[src/wdc_pkg.sv]
// Constants, field layout and phase codes of the watchdog control block.
// Assumes a single 250 MHz reference clock; the count clock is an enable pulse.
package wdc_pkg;

    // ---------------------------------------------------------------
    // Register byte offsets (word address = offset[3:2], lane = [1:0])
    // ---------------------------------------------------------------
    localparam logic [3:0] OFS_CTRL = 4'h0;
    localparam logic [3:0] OFS_CONFIG = 4'h1;
    localparam logic [3:0] OFS_EARLY_WARNING_CONTROL = 4'h2;
    localparam logic [3:0] OFS_IEN_CLR = 4'h4;
    localparam logic [3:0] OFS_IEN_SET = 4'h5;
    localparam logic [3:0] OFS_FLAGS = 4'h6;
    localparam logic [3:0] OFS_STATUS = 4'h7;
    localparam logic [3:0] OFS_KEY = 4'h8;

    // ---------------------------------------------------------------
    // Field positions
    // ---------------------------------------------------------------
    localparam int CTRL_LOCK_BIT = 7;
    localparam int CTRL_WEN_BIT = 2;
    localparam int CTRL_EN_BIT = 1;
    localparam int CFG_CLOSED_LSB = 4;
    localparam int CFG_PER_LSB = 0;
    localparam int EW_DELAY_LSB = 0;
    localparam int IRQ_EW_BIT = 0;
    localparam int STATUS_BUSY_BIT = 7;

    // ---------------------------------------------------------------
    // Values and timing counts
    // ---------------------------------------------------------------
    localparam logic [7:0] RESTART_KEY = 8'ha5;
    localparam logic [3:0] CODE_MAX = 4'hb;
    localparam logic [15:0] BASE_CYCLES = 16'h0008;
    localparam logic [1:0] SYNC_TICKS = 2'h2;
    localparam int BUS_WIDTH = 32;

    // Watchdog period phases
    typedef enum logic [1:0] {
        PH_IDLE = 2'b00,
        PH_NORMAL = 2'b01,
        PH_CLOSED = 2'b10,
        PH_OPEN = 2'b11
    } wdc_phase_e;

    // Period length for a code; reserved codes saturate to the longest one
    function automatic logic [15:0] wdc_cycles(input logic [3:0] code);
        logic [3:0] c;
        c = (code > CODE_MAX) ? CODE_MAX : code;
        return BASE_CYCLES << c;
    endfunction

endpackage

[src/wdc_top.sv]
// Watchdog control registers, count logic and early-warning interrupt.
// Assumes a plain register port driven on the reference clock and NVM
// settings held stable at the inputs around reset release.
//
// The implementer's own choice: the address-and-strobe port.
`timescale 1ns/100ps
`default_nettype none

// Summary of operation
// Byte, half-word and word accesses via byte enables, each atomic.
// Enable-protected fields change only while the watchdog is disabled or locked.
// Access-protection write guard blocks write-protected registers.
// Run lock once set cannot be cleared; only power-on reset stops it.
// Lock clear: enable bit decides running; lock set: always running.
// Lock set makes period and warning registers read-only; in control only window enable stays writable.
// Lock, window, enable and period codes load from NVM at startup.
// Reserved bits read zero; software writes zeros there.
// Window enable writable when enable is zero or lock is one.
// Window bit zero gives single period; one gives closed then open.
// Enable bit writable only while lock is zero.
// Enable write reads back at once, sets busy, busy clears after sync.
// Closed window is 8 times two to the code cycles, codes 0 to 0xB.
// Time-out code 0 is 8 cycles, each code doubles, up to 0xB.
// In window mode the time-out code sets the open window length.
// Early warning fires that many count cycles after period start; in window mode at open window start.
// Key 0xA5 restarts the period; any other value resets the system.
// A restart inside the closed window resets the system.
// Interrupt is flag and enable, held until either clears or reset.
// Reserved period codes saturate to the longest defined setting.
module wdc_top
    import wdc_pkg::*;
#(
    parameter int TICK_DIV = 250
) (
    input wire logic REF_CLK_I,
    input wire logic NRST_I,
    input wire logic [1:0] ADDR_I,
    input wire logic [31:0] WDATA_I,
    input wire logic [3:0] BE_I,
    input wire logic WR_I,
    input wire logic RD_I,
    output logic [31:0] RDATA_O,
    input wire logic WPROT_I,
    input wire logic NVM_LOCK_I,
    input wire logic NVM_WEN_I,
    input wire logic NVM_EN_I,
    input wire logic [3:0] NVM_CLOSED_I,
    input wire logic [3:0] NVM_PER_I,
    input wire logic [3:0] NVM_EW_I,
    output logic IRQ_O,
    output logic SYS_RESET_O,
    output logic RUNNING_O
);

    // ---------------------------------------------------------------
    // Parameter check
    // ---------------------------------------------------------------
    if (TICK_DIV < 1 || TICK_DIV > 65535) begin : g_bad_div
        $error("TICK_DIV must lie in 1 to 65535");
    end

    localparam logic [15:0] DIV_LAST = 16'(TICK_DIV - 1);

    // ---------------------------------------------------------------
    // State
    // ---------------------------------------------------------------
    typedef struct packed {
        logic loaded;
        logic lock;
        logic wen;
        logic enable;
        logic run_en;
        logic [3:0] closed_code;
        logic [3:0] per_code;
        logic [3:0] ew_code;
        logic irq_en;
        logic ew_flag;
        logic busy;
        logic [1:0] sync_cnt;
        logic en_pend;
        logic key_pend;
        wdc_phase_e phase;
        logic [15:0] count;
        logic [15:0] div_cnt;
        logic rst_pulse;
        logic [31:0] rdata;
    } wdc_state_s;

    wdc_state_s s_r;
    wdc_state_s s_nxt;

    // ---------------------------------------------------------------
    // Write decode per register byte
    // ---------------------------------------------------------------
    logic we_ctrl, we_cfg, we_ew, we_iclr, we_iset, we_flag, we_key;
    logic [7:0] d_ctrl, d_cfg, d_ew, d_iclr, d_iset, d_flag, d_key;
    logic tick, running, key_go;
    logic [15:0] cyc_closed, cyc_per, cyc_ew;

    // Byte lane enables select each register on its own lane of a shared word
    assign we_ctrl = WR_I && ADDR_I == OFS_CTRL[3:2] && BE_I[OFS_CTRL[1:0]];
    assign we_cfg = WR_I && ADDR_I == OFS_CONFIG[3:2] && BE_I[OFS_CONFIG[1:0]];
    assign we_ew = WR_I && ADDR_I == OFS_EARLY_WARNING_CONTROL[3:2] && BE_I[OFS_EARLY_WARNING_CONTROL[1:0]];
    assign we_iclr = WR_I && ADDR_I == OFS_IEN_CLR[3:2] && BE_I[OFS_IEN_CLR[1:0]];
    assign we_iset = WR_I && ADDR_I == OFS_IEN_SET[3:2] && BE_I[OFS_IEN_SET[1:0]];
    assign we_flag = WR_I && ADDR_I == OFS_FLAGS[3:2] && BE_I[OFS_FLAGS[1:0]];
    assign we_key = WR_I && ADDR_I == OFS_KEY[3:2] && BE_I[OFS_KEY[1:0]];
    assign d_ctrl = WDATA_I[8*OFS_CTRL[1:0] +: 8];
    assign d_cfg = WDATA_I[8*OFS_CONFIG[1:0] +: 8];
    assign d_ew = WDATA_I[8*OFS_EARLY_WARNING_CONTROL[1:0] +: 8];
    assign d_iclr = WDATA_I[8*OFS_IEN_CLR[1:0] +: 8];
    assign d_iset = WDATA_I[8*OFS_IEN_SET[1:0] +: 8];
    assign d_flag = WDATA_I[8*OFS_FLAGS[1:0] +: 8];
    assign d_key = WDATA_I[8*OFS_KEY[1:0] +: 8];

    // Count clock enable, run state and period lengths
    assign tick = s_r.div_cnt == DIV_LAST;
    assign running = s_r.loaded && (s_r.run_en || s_r.lock);
    assign cyc_closed = wdc_cycles(s_r.closed_code);
    assign cyc_per = wdc_cycles(s_r.per_code);
    assign cyc_ew = wdc_cycles(s_r.ew_code);
    assign key_go = s_r.busy && tick && s_r.sync_cnt == SYNC_TICKS - 2'h1 && s_r.key_pend;

    // ---------------------------------------------------------------
    // Next-state logic
    // ---------------------------------------------------------------
    always_comb begin
        logic [15:0] cn;
        logic ew_set;
        cn = s_r.count + 16'h0001;
        ew_set = 1'b0;
        s_nxt = s_r;
        s_nxt.rst_pulse = 1'b0;
        s_nxt.rdata = '0;
        s_nxt.div_cnt = tick ? 16'h0000 : s_r.div_cnt + 16'h0001;

        if (!s_r.loaded) begin
            // First cycle after reset: take the stored user settings
            s_nxt.loaded = 1'b1;
            s_nxt.lock = NVM_LOCK_I;
            s_nxt.wen = NVM_WEN_I;
            s_nxt.enable = NVM_EN_I;
            s_nxt.run_en = NVM_EN_I;
            s_nxt.closed_code = NVM_CLOSED_I;
            s_nxt.per_code = NVM_PER_I;
            s_nxt.ew_code = NVM_EW_I;
        end else begin
            // Period counter and phase sequencing
            if (!running) begin
                s_nxt.phase = PH_IDLE;
                s_nxt.count = '0;
            end else if (s_r.phase == PH_IDLE) begin
                s_nxt.phase = s_r.wen ? PH_CLOSED : PH_NORMAL;
                s_nxt.count = '0;
            end else if (tick) begin
                s_nxt.count = cn;
                unique case (s_r.phase)
                    PH_NORMAL: begin
                        if (cn == cyc_ew) begin
                            ew_set = 1'b1;
                        end
                        if (cn == cyc_per) begin
                            s_nxt.rst_pulse = 1'b1;
                            s_nxt.phase = s_r.wen ? PH_CLOSED : PH_NORMAL;
                            s_nxt.count = '0;
                        end
                    end
                    PH_CLOSED: begin
                        if (cn == cyc_closed) begin
                            s_nxt.phase = PH_OPEN;
                            s_nxt.count = '0;
                            ew_set = 1'b1;
                        end
                    end
                    PH_OPEN: begin
                        if (cn == cyc_per) begin
                            s_nxt.rst_pulse = 1'b1;
                            s_nxt.phase = s_r.wen ? PH_CLOSED : PH_NORMAL;
                            s_nxt.count = '0;
                        end
                    end
                    PH_IDLE: begin
                        s_nxt.count = '0;
                    end
                endcase
            end

            // Synchronisation to the count clock completes after a few ticks
            if (s_r.busy && tick) begin
                s_nxt.sync_cnt = s_r.sync_cnt + 2'h1;
                if (s_r.sync_cnt == SYNC_TICKS - 2'h1) begin
                    s_nxt.busy = 1'b0;
                    s_nxt.en_pend = 1'b0;
                    s_nxt.key_pend = 1'b0;
                    if (s_r.en_pend) begin
                        s_nxt.run_en = s_r.enable;
                    end
                    if (key_go && running) begin
                        if (s_r.phase == PH_CLOSED) begin
                            s_nxt.rst_pulse = 1'b1;
                        end
                        s_nxt.phase = s_r.wen ? PH_CLOSED : PH_NORMAL;
                        s_nxt.count = '0;
                    end
                end
            end

            // Control register writes
            if (we_ctrl) begin
                if (s_r.lock || !s_r.enable) begin
                    s_nxt.wen = d_ctrl[CTRL_WEN_BIT];
                end
                if (!s_r.lock) begin
                    s_nxt.lock = d_ctrl[CTRL_LOCK_BIT];
                    s_nxt.enable = d_ctrl[CTRL_EN_BIT];
                    s_nxt.en_pend = 1'b1;
                    s_nxt.busy = 1'b1;
                    s_nxt.sync_cnt = '0;
                end
            end
            // Period configuration, frozen under the lock
            if (we_cfg && !s_r.lock) begin
                s_nxt.closed_code = d_cfg[CFG_CLOSED_LSB +: 4];
                s_nxt.per_code = d_cfg[CFG_PER_LSB +: 4];
            end
            // Early-warning delay, frozen under the lock and write guard
            if (we_ew && !s_r.lock && !WPROT_I) begin
                s_nxt.ew_code = d_ew[EW_DELAY_LSB +: 4];
            end
            // Interrupt enable set and clear
            if (we_iclr && !WPROT_I && d_iclr[IRQ_EW_BIT]) begin
                s_nxt.irq_en = 1'b0;
            end
            if (we_iset && !WPROT_I && d_iset[IRQ_EW_BIT]) begin
                s_nxt.irq_en = 1'b1;
            end
            // Restart key: good key synchronises, bad key resets at once
            if (we_key && !WPROT_I) begin
                if (d_key == RESTART_KEY) begin
                    s_nxt.key_pend = 1'b1;
                    s_nxt.busy = 1'b1;
                    s_nxt.sync_cnt = '0;
                end else begin
                    s_nxt.rst_pulse = 1'b1;
                end
            end
            // Flag clear by writing one; a new event wins over the clear
            if (we_flag && d_flag[IRQ_EW_BIT]) begin
                s_nxt.ew_flag = 1'b0;
            end
            if (ew_set) begin
                s_nxt.ew_flag = 1'b1;
            end
        end

        // Read data, reserved bits and unmapped bytes as zero
        if (RD_I) begin
            unique case (ADDR_I)
                OFS_CTRL[3:2]: begin
                    s_nxt.rdata[8*OFS_CTRL[1:0] + CTRL_LOCK_BIT] = s_r.lock;
                    s_nxt.rdata[8*OFS_CTRL[1:0] + CTRL_WEN_BIT] = s_r.wen;
                    s_nxt.rdata[8*OFS_CTRL[1:0] + CTRL_EN_BIT] = s_r.enable;
                    s_nxt.rdata[8*OFS_CONFIG[1:0] +: 8] = {s_r.closed_code, s_r.per_code};
                    s_nxt.rdata[8*OFS_EARLY_WARNING_CONTROL[1:0] + EW_DELAY_LSB +: 4] = s_r.ew_code;
                end
                OFS_IEN_CLR[3:2]: begin
                    s_nxt.rdata[8*OFS_IEN_CLR[1:0] + IRQ_EW_BIT] = s_r.irq_en;
                    s_nxt.rdata[8*OFS_IEN_SET[1:0] + IRQ_EW_BIT] = s_r.irq_en;
                    s_nxt.rdata[8*OFS_FLAGS[1:0] + IRQ_EW_BIT] = s_r.ew_flag;
                    s_nxt.rdata[8*OFS_STATUS[1:0] + STATUS_BUSY_BIT] = s_r.busy;
                end
                default: begin
                    s_nxt.rdata = '0;
                end
            endcase
        end
    end

    // ---------------------------------------------------------------
    // State register
    // ---------------------------------------------------------------
    always_ff @(posedge REF_CLK_I or negedge NRST_I) begin
        if (!NRST_I) begin
            s_r <= '0;
        end else begin
            s_r <= s_nxt;
        end
    end

    // Outputs
    assign RDATA_O = s_r.rdata;
    assign IRQ_O = s_r.ew_flag && s_r.irq_en;
    assign SYS_RESET_O = s_r.rst_pulse;
    assign RUNNING_O = running;

    // ---------------------------------------------------------------
    // Assertions
    // ---------------------------------------------------------------
    localparam int BUSY_MAX = 2 * TICK_DIV + 2;
    logic [17:0] busy_age_r;

    // Cycles spent busy since the last bus write
    always_ff @(posedge REF_CLK_I or negedge NRST_I) begin
        if (!NRST_I) begin
            busy_age_r <= '0;
        end else if (!s_r.busy || (s_nxt.sync_cnt == 2'h0 && s_r.sync_cnt != 2'h0)
                     || WR_I) begin
            busy_age_r <= '0;
        end else begin
            busy_age_r <= busy_age_r + 18'h00001;
        end
    end
endmodule // wdc_top

`default_nettype wire
[config.mk]
export PLATFORM = sky130hd
export DESIGN_NAME = wdc_top
export DESIGN_NICKNAME = d
export VERILOG_FILES = /design/src/wdc_pkg.sv /design/src/wdc_top.sv
export SDC_FILE = /design/constraint.sdc
export NUM_CORES = 1
export LEC_CHECK = 0
export BUFFER_PORTS_ARGS = -buffer_cell sky130_fd_sc_hd__buf_4
export CORE_MARGIN = 2
export CORE_UTILIZATION = 40
export CTS_CLUSTER_SIZE = 25
export DETAILED_ROUTE_END_ITERATION = 8
export PLACE_DENSITY_LB_ADDON = 0.12
export SLEW_MARGIN = 20
export SYNTH_ARGS = -nofsm -noshare
export SYNTH_HDL_FRONTEND = slang
export SYNTH_SLANG_ARGS = --single-unit
[constraint.sdc]
create_clock -name REF_CLK_I -period 4 [get_ports REF_CLK_I]
set_clock_uncertainty 0.1 [all_clocks]
set_input_delay 0.2 -clock REF_CLK_I [delete_from_list [all_inputs] [get_ports REF_CLK_I]]
set_output_delay 0.2 -clock REF_CLK_I [all_outputs]
set_load 0.05 [all_outputs]
==> qor.csv, run 1 <==
stage,metric,value,unit
power_and_ir_drop,p_per_area,325.0,nW/um^2
logic_synthesis,yosysWarnings,0,
worst_setup_path,regToRegStartpoint,s_r[52],
worst_setup_path,start_kind,flip-flop,
sta,rsz0062_at_grt,no,
logic_synthesis,ys_top_cells_by_area,"dfrtp_1 33%, buf_4 4.2%, mux2i_1 3.7%, xnor2_1 3.3%, nor2_1 3.0%",
sta,min_period,3.714,ns
placed_design,gp_congestion,0.9422,
power_and_ir_drop,p_total,2131,uW
sta,hold_ws,0.001377,ns
drt,viasPerCell,5.912,
min_path,hold_path.class,primary input to flip-flop,
clock_tree,cts_made_buffers,9,
clock_tree,postCtsSetupBuffers,0,
final_layout,fill_cells,1364,
worst_setup_path,cp-startpoint,s_r[52],
sta,slew_violations,0,
grt,track_usage,0.2220,
worst_setup_path,path_cells,"nand4_4, o21ai_0, nand2_1, a2111oi_4, o2111ai_2, o32ai_4, buf_4, o311ai_0, o21a_1",
floorplan,die_height,124.0,microns
floorplan,design.die.area,15360,sq um
power_and_ir_drop,leakagePower,0.002815,uW
logic_synthesis,ys_async_sr_fraction,1.000,
worst_setup_path,criticalPathCategory,flip-flop to flip-flop,
worst_setup_path,cp-end-kind,flip-flop,
logic_synthesis,synth_top_area_share,0.3304,
sta,fin_tns_setup,0,ns
logic_synthesis,ys_seq_elements,76,
floorplan,ioPinCount,93,
drt,wire_per_inst,18.39,microns
sta,worst_pin_slew,1.077,ns
final_layout,antenna_cells,0,
final_layout,area_growth,13.91,%
worst_setup_path,worstPathArrival,3.86,ns
drt,wl,16130,microns
sta,clock.fmax,0.2693,GHz
drt,drtPass1Iterations,5,
worst_setup_path,crit_slowest_cell,o21ai_0,
clock_tree,clockRootBuffer,clkbuf_16,
worst_setup_path,critical_path_required,4.14,ns
final_layout,fin_area,6556,sq um
final_layout,drive_above_1_share,0.1722,
drt,drt_iter0_drc,567,
logic_synthesis,synthesis.area,5756,sq um
placed_design,port-buffer-count,64,
logic_synthesis,synthCells,653,
logic_synthesis,avgSynthCellArea,8.814,sq um
logic_synthesis,yosys.area.top_type,dfrtp_1,
sta,post-route-period-util,0.9285,
clock_tree,htree_levels,3,
drt,ant_nets,0,
placed_design,dpl-instance-area,6227,sq um
status,outcome,"finished, final reports clean",
grt,grt_start_max_net_pins,77,
drt,drcViolationCount,0,
placed_design,place_hpwl,11820,microns
logic_synthesis,ys_seq_area_frac,0.3304,
clock_tree,insertion_delay,0.35,ns
sta,setup_violations,0,
clock_tree,cts_buffer_depth,2,
grt,grt_pass1_vias,4868,
logic_synthesis,synth.distinct_cells,78,
clock_tree,cts_tree,built,
grt,antenna_found_initial,0,
worst_setup_path,worst-path-max-fanout,18,
drt,vias,5185,
worst_setup_path,rrSetupSlack,0.29,ns
grt,grt.overflow.total,0,
sta,maxSlewHeadroom,0.2793,
final_layout,finalNetCount,759,
floorplan,initial_core_util,0.4114,
floorplan,dieWidth,124.0,microns
worst_setup_path,cpPeakStageDelay,0.68,ns
clock_tree,clock-sinks,76,
power_and_ir_drop,ir_worst_vdd,0.2059,mV
run,cap_violations,0,
logic_synthesis,ys.flop_type,dfrtp_1,
sta,hold_viol,0,
floorplan,rows,43,
final_layout,stdcell_count,877,
clock_tree,clk_pin_slew,0.06,ns
floorplan,core_area,13990,sq um
placed_design,dp_cells,856,
grt,grt_pass1_wl,26090,microns
logic_synthesis,synth_edf_count,0,
min_path,hp-start,NVM_LOCK_I,
==> cells in the final DEF, fill, tap and decap left out, types with 6 or more instances in the layout <==
master,netlist,routed
buf_4,32,85
dfrtp_1,76,76
nor2_1,46,46
nand2_1,43,43
nand3_1,32,32
a21oi_1,29,29
o21ai_0,26,26
nor3_1,24,24
xnor2_1,22,22
mux2i_1,21,21
inv_1,17,17
and2_1,17,17
conb_1,2,16
and3_1,14,14
xor2_1,12,12
nand4_1,12,12
nor4_1,10,10
nand2b_1,9,9
or3_1,9,9
ha_1,9,9
clkbuf_16,0,9
o211ai_1,7,7
a31oi_1,7,7
a211oi_1,7,7
and4_1,6,6
nor4b_1,6,6
a22o_1,6,6
==> sequential cells by signal (all words and copies together), names as in the netlist <==
register and cells:
RDATA_O 17, SYS_RESET_O 1, s_r 58
==> critical path: cells and delay by family, from the launching register on <==
family / cells / cell delay, ns
compound gates: 6 / 2.00
simple gates: 2 / 0.70
flops: 1 / 0.55
buf+inv: 1 / 0.23
==> Yosys cell counts, types with 5 or more instances <==
master and n:
nand2b_1 9, and2_1 17, nand4_1 12, o211ai_1 7
nor2_1 46, or3_1 9, mux2i_1 21, xnor3_1 5
a31oi_1 7, dfrtp_1 76, o21a_1 5, buf_1 5
a211oi_1 7, nor4_1 10, buf_2 7, nand3_1 32
inv_1 17, a2111oi_0 5, clkbuf_1 28, nand2_1 43
nor4bb_1 5, and3_1 14, o21ai_0 26, xor2_1 12
a22o_1 6, nor4b_1 6, buf_4 32, a21oi_1 29
ha_1 9, and4_1 6, nor3_1 24, xnor2_1 22
==> cell type report <==
type | count | area, sq um | area share
Timing Repair Buffer | 90 | 688.2 | 0.1050
Inverter | 19 | 71.32 | 0.01088
Multi-Input combinational cell | 496 | 3391 | 0.5172
Clock inverter | 4 | 32.53 | 0.004962
Tap cell | 180 | 225.2 | 0.03435
Sequential cell | 76 | 1902 | 0.2901
Clock buffer | 12 | 246.5 | 0.03760
==> stage by stage <==
stage,setup WS (ns),utilization
2_1_floorplan,0.7530,-
3_3_place_gp,0.5766,0.4452
3_5_place_dp,0.5001,0.4452
4_1_cts,0.4298,0.4687
5_1_grt,0.1813,0.4687
6_report,0.2860,0.4687
==> worst paths after layout <==
kind,end,cells past startpoint
max,s_r[59],9
min,s_r[89],3
max reg2reg,s_r[59],9
min reg2reg,s_r[68],1
max in group asynchronous,s_r[78],2
min in group asynchronous,s_r[45],2
==> logic make-up (layout without fill, tap and decap cells) <==
| family | after synthesis | count (layout) | synth area share |
|---|---|---|---|
| AOI/OAI and AO/OA | 144 | 144 | 0.1815 |
| buffers and inverters | 95 | 125 | 0.08956 |
| other | 2 | 16 | 0.001305 |
| and+or+nand+nor | 264 | 264 | 0.2617 |
| adders and majority gates | 9 | 9 | 0.01957 |
| muxes | 23 | 23 | 0.04043 |
| DFF | 76 | 76 | 0.3304 |
| xor gates and xnor gates | 40 | 40 | 0.07543 |
==> per-layer routing <==
| metal | wire, microns | share of wire | global-route usage | vias up |
|---|---|---|---|---|
| met2 | 7336 | 0.45 | 0.3441 | 229 |
| met3 | 1091 | 0.068 | 0.03846 | 33 |
| li1 | - | - | - | 2442 |
| met1 | 7264 | 0.45 | 0.3118 | 2481 |
| met4 | 439 | 0.027 | 0.08076 | 0 |
| met5 | 0 | 0 | 0 | - |
==> where the power goes <==
part | internal [uW] | leakage, uW | total [uW] | switching, uW
clock | 442 | 0.000130 | 793 | 350
combinational | 172 | 0.00170 | 453 | 281
sequential | 811 | 0.000989 | 886 | 74.2
total | 1430 | 0.00282 | 2130 | 705
==> repair_timing <==
action	4_1_cts	5_1_grt
gates resized for setup	0	0
hold endpoints to repair	82	0
setup endpoints to repair	0	0
hold buffers	5	0
(Power assumes the default switching activity.)
==> run 2, diff against run 1 <==
--- a/config.mk
+++ b/config.mk
@@ -10,6 +10,7 @@
 export CORE_UTILIZATION = 40
 export CTS_CLUSTER_SIZE = 25
 export DETAILED_ROUTE_END_ITERATION = 8
+export MAX_ROUTING_LAYER = met4
 export PLACE_DENSITY_LB_ADDON = 0.12
 export SLEW_MARGIN = 20
 export SYNTH_ARGS = -nofsm -noshare
==> constraint.sdc (replaced) <==
create_clock -name REF_CLK_I -period 3.49 [get_ports REF_CLK_I]
set_clock_uncertainty 0.1 [all_clocks]
set_input_delay 0.1745 -clock REF_CLK_I [delete_from_list [all_inputs] [get_ports REF_CLK_I]]
set_output_delay 0.1745 -clock REF_CLK_I [all_outputs]
set_load 0.05 [all_outputs]
==> run 2 against run 1 <==
Compared with the run above:
- first-iteration DRC count decreased by 35%
- hold slack improved by 0.021 ns
- critical path type unchanged
- setup slack got worse by 0.088 ns
- wire length increased by 6.2%
- sequential share of layout area decreased by 1.7 points
- cell count increased by 4.3%
- cell area increased by 6.2%
- critical path depth increased by 1
- non-clock buffer count increased by 38
==> qor.csv, run 2 (same netlist as run 1, synthesis figures left out) <==
stage,metric,value,unit
status,outcome,"finished, final reports clean",
power_and_ir_drop,ir_worst_vdd,0.2516,mV
sta,maxSlewHeadroom,0.5153,
clock_tree,clockRootBuffer,clkbuf_16,
clock_tree,clk_pin_slew,0.06,ns
worst_setup_path,worst-path-max-fanout,13,
clock_tree,cts_made_buffers,9,
grt,antenna_found_initial,0,
drt,viasPerCell,5.842,
min_path,hp-start,NVM_CLOSED_I[1],
placed_design,place_hpwl,12560,microns
grt,grt_pass1_wl,27260,microns
sta,post-route-period-util,0.9434,
placed_design,gp_congestion,0.9407,
worst_setup_path,worstPathArrival,3.47,ns
placed_design,dp_cells,888,
grt,grt_start_max_net_pins,77,
worst_setup_path,timing.rr.end,s_r[52],
clock_tree,htree_levels,3,
grt,grt.overflow.total,0,
worst_setup_path,criticalPathCategory,flip-flop to flip-flop,
clock_tree,insertion_delay,0.35,ns
floorplan,die_height,124.0,microns
min_path,hold_path.class,primary input to flip-flop,
worst_setup_path,critical_path_required,3.67,ns
sta,slew_violations,0,
final_layout,fin_util,0.4977,
final_layout,antenna_cells,0,
grt,track_usage,0.2396,
final_layout,largest_reg_flops,58,
final_layout,drive_above_1_share,0.2163,
sta,clock.fmax,0.3037,GHz
clock_tree,postCtsSetupBuffers,0,
final_layout,area_growth,20.96,%
drt,wire_per_inst,18.72,microns
placed_design,port-buffer-count,64,
grt,use_met1,0.3137,
worst_setup_path,worstRegToRegCells,10,
grt,grt.met3_usage,0.04167,
sta,fin_tns_setup,0,ns
clock_tree,cts_tree,built,
floorplan,core_area,13990,sq um
worst_setup_path,cp-end-kind,flip-flop,
sta,min_period,3.292,ns
run,cap_violations,0,
clock_tree,clock-sinks,76,
placed_design,dpl-instance-area,6467,sq um
final_layout,finalNetCount,797,
clock_tree,cts_buffer_depth,2,
min_path,hold-path-endpoint,s_r[83],
sta,hold_viol,0,
worst_setup_path,regToRegStartpoint,s_r[51],
final_layout,layout_commonest_cell,buf_4,
worst_setup_path,start_kind,flip-flop,
drt,drt_iter0_drc,370,
final_layout,most-common-layout-cells,"116 x buf_4, 74 x dfrtp_1, 46 x nor2_1",
final_layout,top_register,s_r,
power_and_ir_drop,p_per_area,387.7,nW/um^2
floorplan,design.die.area,15360,sq um
drt,ant_nets,0,
floorplan,rows,43,
worst_setup_path,rrSetupSlack,0.20,ns
final_layout,fin_area,6962,sq um
sta,worst_pin_slew,0.7222,ns
power_and_ir_drop,p_total,2699,uW
sta,setup_violations,0,
grt,grt_pass1_vias,5142,
floorplan,dieWidth,124.0,microns
drt,drcViolationCount,0,
final_layout,stdcell_count,915,
min_path,hold_path_depth,3,
power_and_ir_drop,leakagePower,0.003062,uW
sta,rsz0062_at_grt,no,
drt,wl,17130,microns
grt,use_met2,0.3661,
drt,drtPass1Iterations,5,
grt,busiest_layer,met2,
floorplan,initial_core_util,0.4114,
floorplan,ioPinCount,93,
drt,vias,5345,
-- run 2: cell types whose count changed in the layout (fill, tap and decap cells not counted), moves of 2 or more --
cell | previous run | this run
buf_4 | 85 | 116
bufinv_16 | 0 | 3
clkbuf_1 | 2 | 0
clkinvlp_4 | 2 | 0
dfrtp_1 | 76 | 74
dfrtp_2 | 0 | 2
dlygate4sd3_1 | 5 | 11
-- run 2: repair_timing --
| item | in CTS | in global routing |
|---|---|---|
| gates resized for setup | 0 | 7 |
| hold buffers | 11 | 0 |
| endpoints found under the setup margin | 0 | 11 |
| hold endpoints to repair | 89 | 0 |
-- run 2: area by class of cell --
class                           instances  area [sq um]
Tap cell                              180         225.2
Sequential cell                        76          1904
Timing Repair Buffer                  128         992.2
Inverter                               19         71.32
Multi-Input combinational cell        496          3416
Clock buffer                            9         225.2
Clock inverter                          7         127.6
Fill cell                            1319          7027
-- run 2: worst max-delay path by stage --
stage / start / endpoint / depth (start not counted)
after global routing: s_r[49] / s_r[61] / 10
final: s_r[51] / s_r[52] / 10
after CTS: s_r[50] / s_r[52] / 10
after floorplan: s_r[49] / s_r[61] / 13
after global placement: s_r[56] / s_r[66] / 11
after detailed placement: s_r[50] / s_r[52] / 10
-- run 2: routing by layer --
layer | share of wire | wire length, microns | vias up
li1 | - | - | 2517
met1 | 0.44 | 7481 | 2546
met2 | 0.46 | 7945 | 244
met3 | 0.068 | 1156 | 38
met4 | 0.032 | 542 | 0
met5 | 0 | 0 | -
-- run 2: metrics by stage --
step	hold slack [ns]	setup slack, ns
3_3_place_gp	0.2930	0.1982
3_5_place_dp	0.2996	0.07641
4_1_cts	0.01530	0.03475
5_1_grt	0.03206	0.01511
6_report	0.02258	0.1976
2_1_floorplan	-0.2211	0.2430
-- run 2: power breakdown --
part	switching (uW)	internal (uW)
Sequential	80.1	929
Combinational	338	211
Clock	428	712
-- run 2: worst max-delay path: stages (launching register included) --
cell	delay [ns]
dfrtp_1	0.53
and4_1	0.40
buf_4	0.19
a21boi_0	0.15
o211ai_1	0.21
o311ai_0	0.26
o2111ai_1	0.43
o32ai_4	0.16
buf_4	0.23
a2111oi_1	0.42
a21o_1	0.13
==> run 3, diff against run 2 <==
--- a/config.mk
+++ b/config.mk
@@ -5,6 +5,7 @@
 export SDC_FILE = /design/constraint.sdc
 export NUM_CORES = 1
 export LEC_CHECK = 0
+export ABC_AREA = 1
 export BUFFER_PORTS_ARGS = -buffer_cell sky130_fd_sc_hd__buf_4
 export CORE_MARGIN = 2
 export CORE_UTILIZATION = 40
==> constraint.sdc (replaced) <==
create_clock -name REF_CLK_I -period 3.4 [get_ports REF_CLK_I]
set_clock_uncertainty 0.1 [all_clocks]
set_input_delay 0.17 -clock REF_CLK_I [delete_from_list [all_inputs] [get_ports REF_CLK_I]]
set_output_delay 0.17 -clock REF_CLK_I [all_outputs]
set_load 0.05 [all_outputs]
==> run 3 against run 2 <==
Compared with the run above:
- critical path depth rose by 4
- cell area shrank 1.5%
- fmax increased by 7.6%
- sequential share of layout area up 0.38 points
- register-to-register slack gained 0.14 ns
- total power shrank 2.6%
- first-iteration DRC count increased by 21%
- wire length shrank 5.0%
- die area up 0.58%
- setup slack better by 0.14 ns
- critical path type unchanged
- highest routed layer unchanged
==> qor.csv, run 3 <==
stage,metric,value,unit
power_and_ir_drop,ir_worst_vdd,0.3679,mV
logic_synthesis,synthCells,870,
final_layout,finalNetCount,1011,
floorplan,initial_core_util,0.4140,
grt,antenna_found_initial,0,
drt,wire_per_inst,14.42,microns
sta,min_period,3.058,ns
sta,clock.fmax,0.3270,GHz
clock_tree,postCtsSetupBuffers,0,
final_layout,largest_reg_flops,58,
placed_design,port-buffer-count,64,
placed_design,place_hpwl,12470,microns
clock_tree,ctsHoldBuffers,27,
final_layout,stdcell_count,1129,
worst_setup_path,path_cells,"ha_1, nand3_2, nor2_2, nand3_1, nand2_1, nand2_1, o21ai_1, nand3_1, nor3_2, nand3_2, nand3_1, nand2_1, nand2_1, o21ai_0",
floorplan,ioPinCount,93,
logic_synthesis,avgSynthCellArea,6.656,sq um
clock_tree,clockRootBuffer,clkbuf_16,
final_layout,top_register,s_r,
drt,vias,5729,
final_layout,layout_commonest_cell,nand2_1,
sta,hold_viol,0,
worst_setup_path,worstPathArrival,3.18,ns
clock_tree,clock-sinks,76,
sta,slew_violations,0,
logic_synthesis,synth_fa_ha_area_frac,0.01945,
worst_setup_path,cp-end-kind,flip-flop,
logic_synthesis,ys_seq_elements,76,
worst_setup_path,rrSetupSlack,0.34,ns
worst_setup_path,cpPeakStageDelay,0.49,ns
floorplan,die_height,124.3,microns
grt,grt_pass1_vias,5360,
placed_design,gp_congestion,0.9100,
drt,drtPass1Iterations,5,
clock_tree,cts_buffer_depth,2,
placed_design,dp_cells,1085,
sta,rsz0062_at_grt,no,
sta,fin_tns_setup,0,ns
sta,maxSlewHeadroom,0.5731,
logic_synthesis,synth.area.mux_share,0.001729,
logic_synthesis,synth_top_family_by_area,simple AND/OR/NAND/NOR gates,
clock_tree,cts-resized-gates,0,
clock_tree,htree_levels,3,
logic_synthesis,synth-xor-area-share,0.02096,
drt,drcViolationCount,0,
worst_setup_path,crit_slowest_cell,dfrtp_1,
clock_tree,clk_pin_slew,0.07,ns
power_and_ir_drop,leakagePower,0.003477,uW
sta,setup_violations,0,
floorplan,core_area,13990,sq um
grt,grt_start_max_net_pins,46,
sta,hold_ws,0.01393,ns
logic_synthesis,ys.flop_type,dfrtp_1,
floorplan,design.die.area,15450,sq um
worst_setup_path,criticalPathCategory,flip-flop to flip-flop,
final_layout,antenna_cells,0,
worst_setup_path,critical_path_required,3.52,ns
worst_setup_path,worst-path-max-fanout,14,
sta,post-route-period-util,0.8996,
clock_tree,cts_tree,built,
sta,worst_pin_slew,0.6388,ns
final_layout,fill_cells,1481,
logic_synthesis,yosysWarnings,0,
drt,wl,16280,microns
worst_setup_path,crit_path_frequent_cell,nand2_1,
final_layout,fin_util,0.4902,
clock_tree,cts_made_buffers,9,
logic_synthesis,synth.top_cells.by_count,"242 x nand2_1, 107 x nor2_1, 104 x inv_1",
min_path,hold_path.class,primary input to flip-flop,
logic_synthesis,synth_edf_count,0,
final_layout,most-common-layout-cells,"242 x nand2_1, 107 x nor2_1, 104 x inv_1",
logic_synthesis,ys_async_sr_fraction,1.000,
floorplan,dieWidth,124.3,microns
drt,viasPerCell,5.074,
logic_synthesis,yosys.area_share.simple,0.4051,
logic_synthesis,ys_seq_area_frac,0.3284,
worst_setup_path,start_kind,flip-flop,
power_and_ir_drop,p_per_area,383.5,nW/um^2
final_layout,drive_above_1_share,0.1391,
status,outcome,"finished, final reports clean",
logic_synthesis,synthesis.area,5791,sq um
logic_synthesis,synth.distinct_cells,44,
drt,ant_nets,0,
floorplan,rows,43,
grt,track_usage,0.2230,
logic_synthesis,yosysMostFrequentCell,nand2_1,
logic_synthesis,synth_compound_area_frac,0.09356,
logic_synthesis,yosys.area.top_type,dfrtp_1,
logic_synthesis,synth_top_area_share,0.3284,
clock_tree,insertion_delay,0.35,ns
drt,drt_iter0_drc,448,
grt,grt.overflow.total,0,
run,cap_violations,0,
logic_synthesis,ys_top_cells_by_area,"dfrtp_1 33%, nand2_1 16%, nor2_1 6.9%, inv_1 6.7%, nand3_1 6.0%",
grt,grt_pass1_wl,27080,microns
final_layout,area_growth,18.41,%
==> run 3: cell types whose count changed after synthesis, moves of 14 or more <==
cell,change
inv_1,+87
clkbuf_1,-20
nand3_2,+15
nand3_1,+37
and2_1,-15
mux2i_1,-20
and3_1,-14
xnor2_1,-19
nand2_1,+199
nor2_1,+61
==> run 3: metal layers <==
metal,part of all wire,vias up,global-route usage
li1,-,2905,-
met1,0.48,2620,0.3080
met2,0.44,174,0.3292
met3,0.052,30,0.04381
met4,0.028,0,0.07403
met5,0,-,-
==> run 3: worst paths after layout <==
check                            start     endpoint  depth (start not counted)
min in group asynchronous       NRST_I      s_r[54]                          2
max in group asynchronous       NRST_I  RDATA_O[16]                          3
min                        WDATA_I[12]      s_r[82]                          3
min reg2reg                    s_r[48]      s_r[48]                          1
max                            s_r[49]      s_r[54]                         14
max reg2reg                    s_r[49]      s_r[54]                         14
==> run 3: kinds of logic (layout without fill, tap and decap cells) <==
group / count (synthesis) / after routing
compound gates: 98 / 98
xor+xnor: 13 / 13
fa+ha+maj: 9 / 9
buf+inv: 161 / 226
flops: 76 / 76
mux: 1 / 1
other cells: 2 / 16
simple gates: 510 / 510
==> run 3: where the power goes <==
part	leakage, uW	switching [uW]	total [uW]	internal (uW)
Sequential	0.000975	55.0	1000	950
Clock	0.000149	416	1010	595
Combinational	0.00235	404	614	209
Total	0.00348	875	2630	1750
==> run 3: layout make-up <==
cell class | count | area (sq um) | area share
Sequential cell | 76 | 1902 | 0.2774
Inverter | 112 | 420.4 | 0.06131
Timing Repair Buffer | 98 | 805.8 | 0.1175
Clock buffer | 10 | 239.0 | 0.03485
Clock inverter | 6 | 72.57 | 0.01058
Tap cell | 180 | 225.2 | 0.03285
Multi-Input combinational cell | 647 | 3192 | 0.4655
==> run 3: per-stage QoR <==
stage               cell area, sq um  total power (uW)  worst slack (ns)
finish                          6857              2629            0.3415
global route                    6857              2778           0.04114
global placement                6265              1597            0.4004
detailed placement              6265              1595            0.3659
CTS                             6847              2657            0.3434
floorplan                       5843              1432             1.007
==> run 3: critical path, delay by kind of cell (launching register included) <==
family          cells  cell delay, ns
simple gates       11            1.75
compound gates      2            0.29
flops               1            0.49
fa+ha+maj           1            0.30
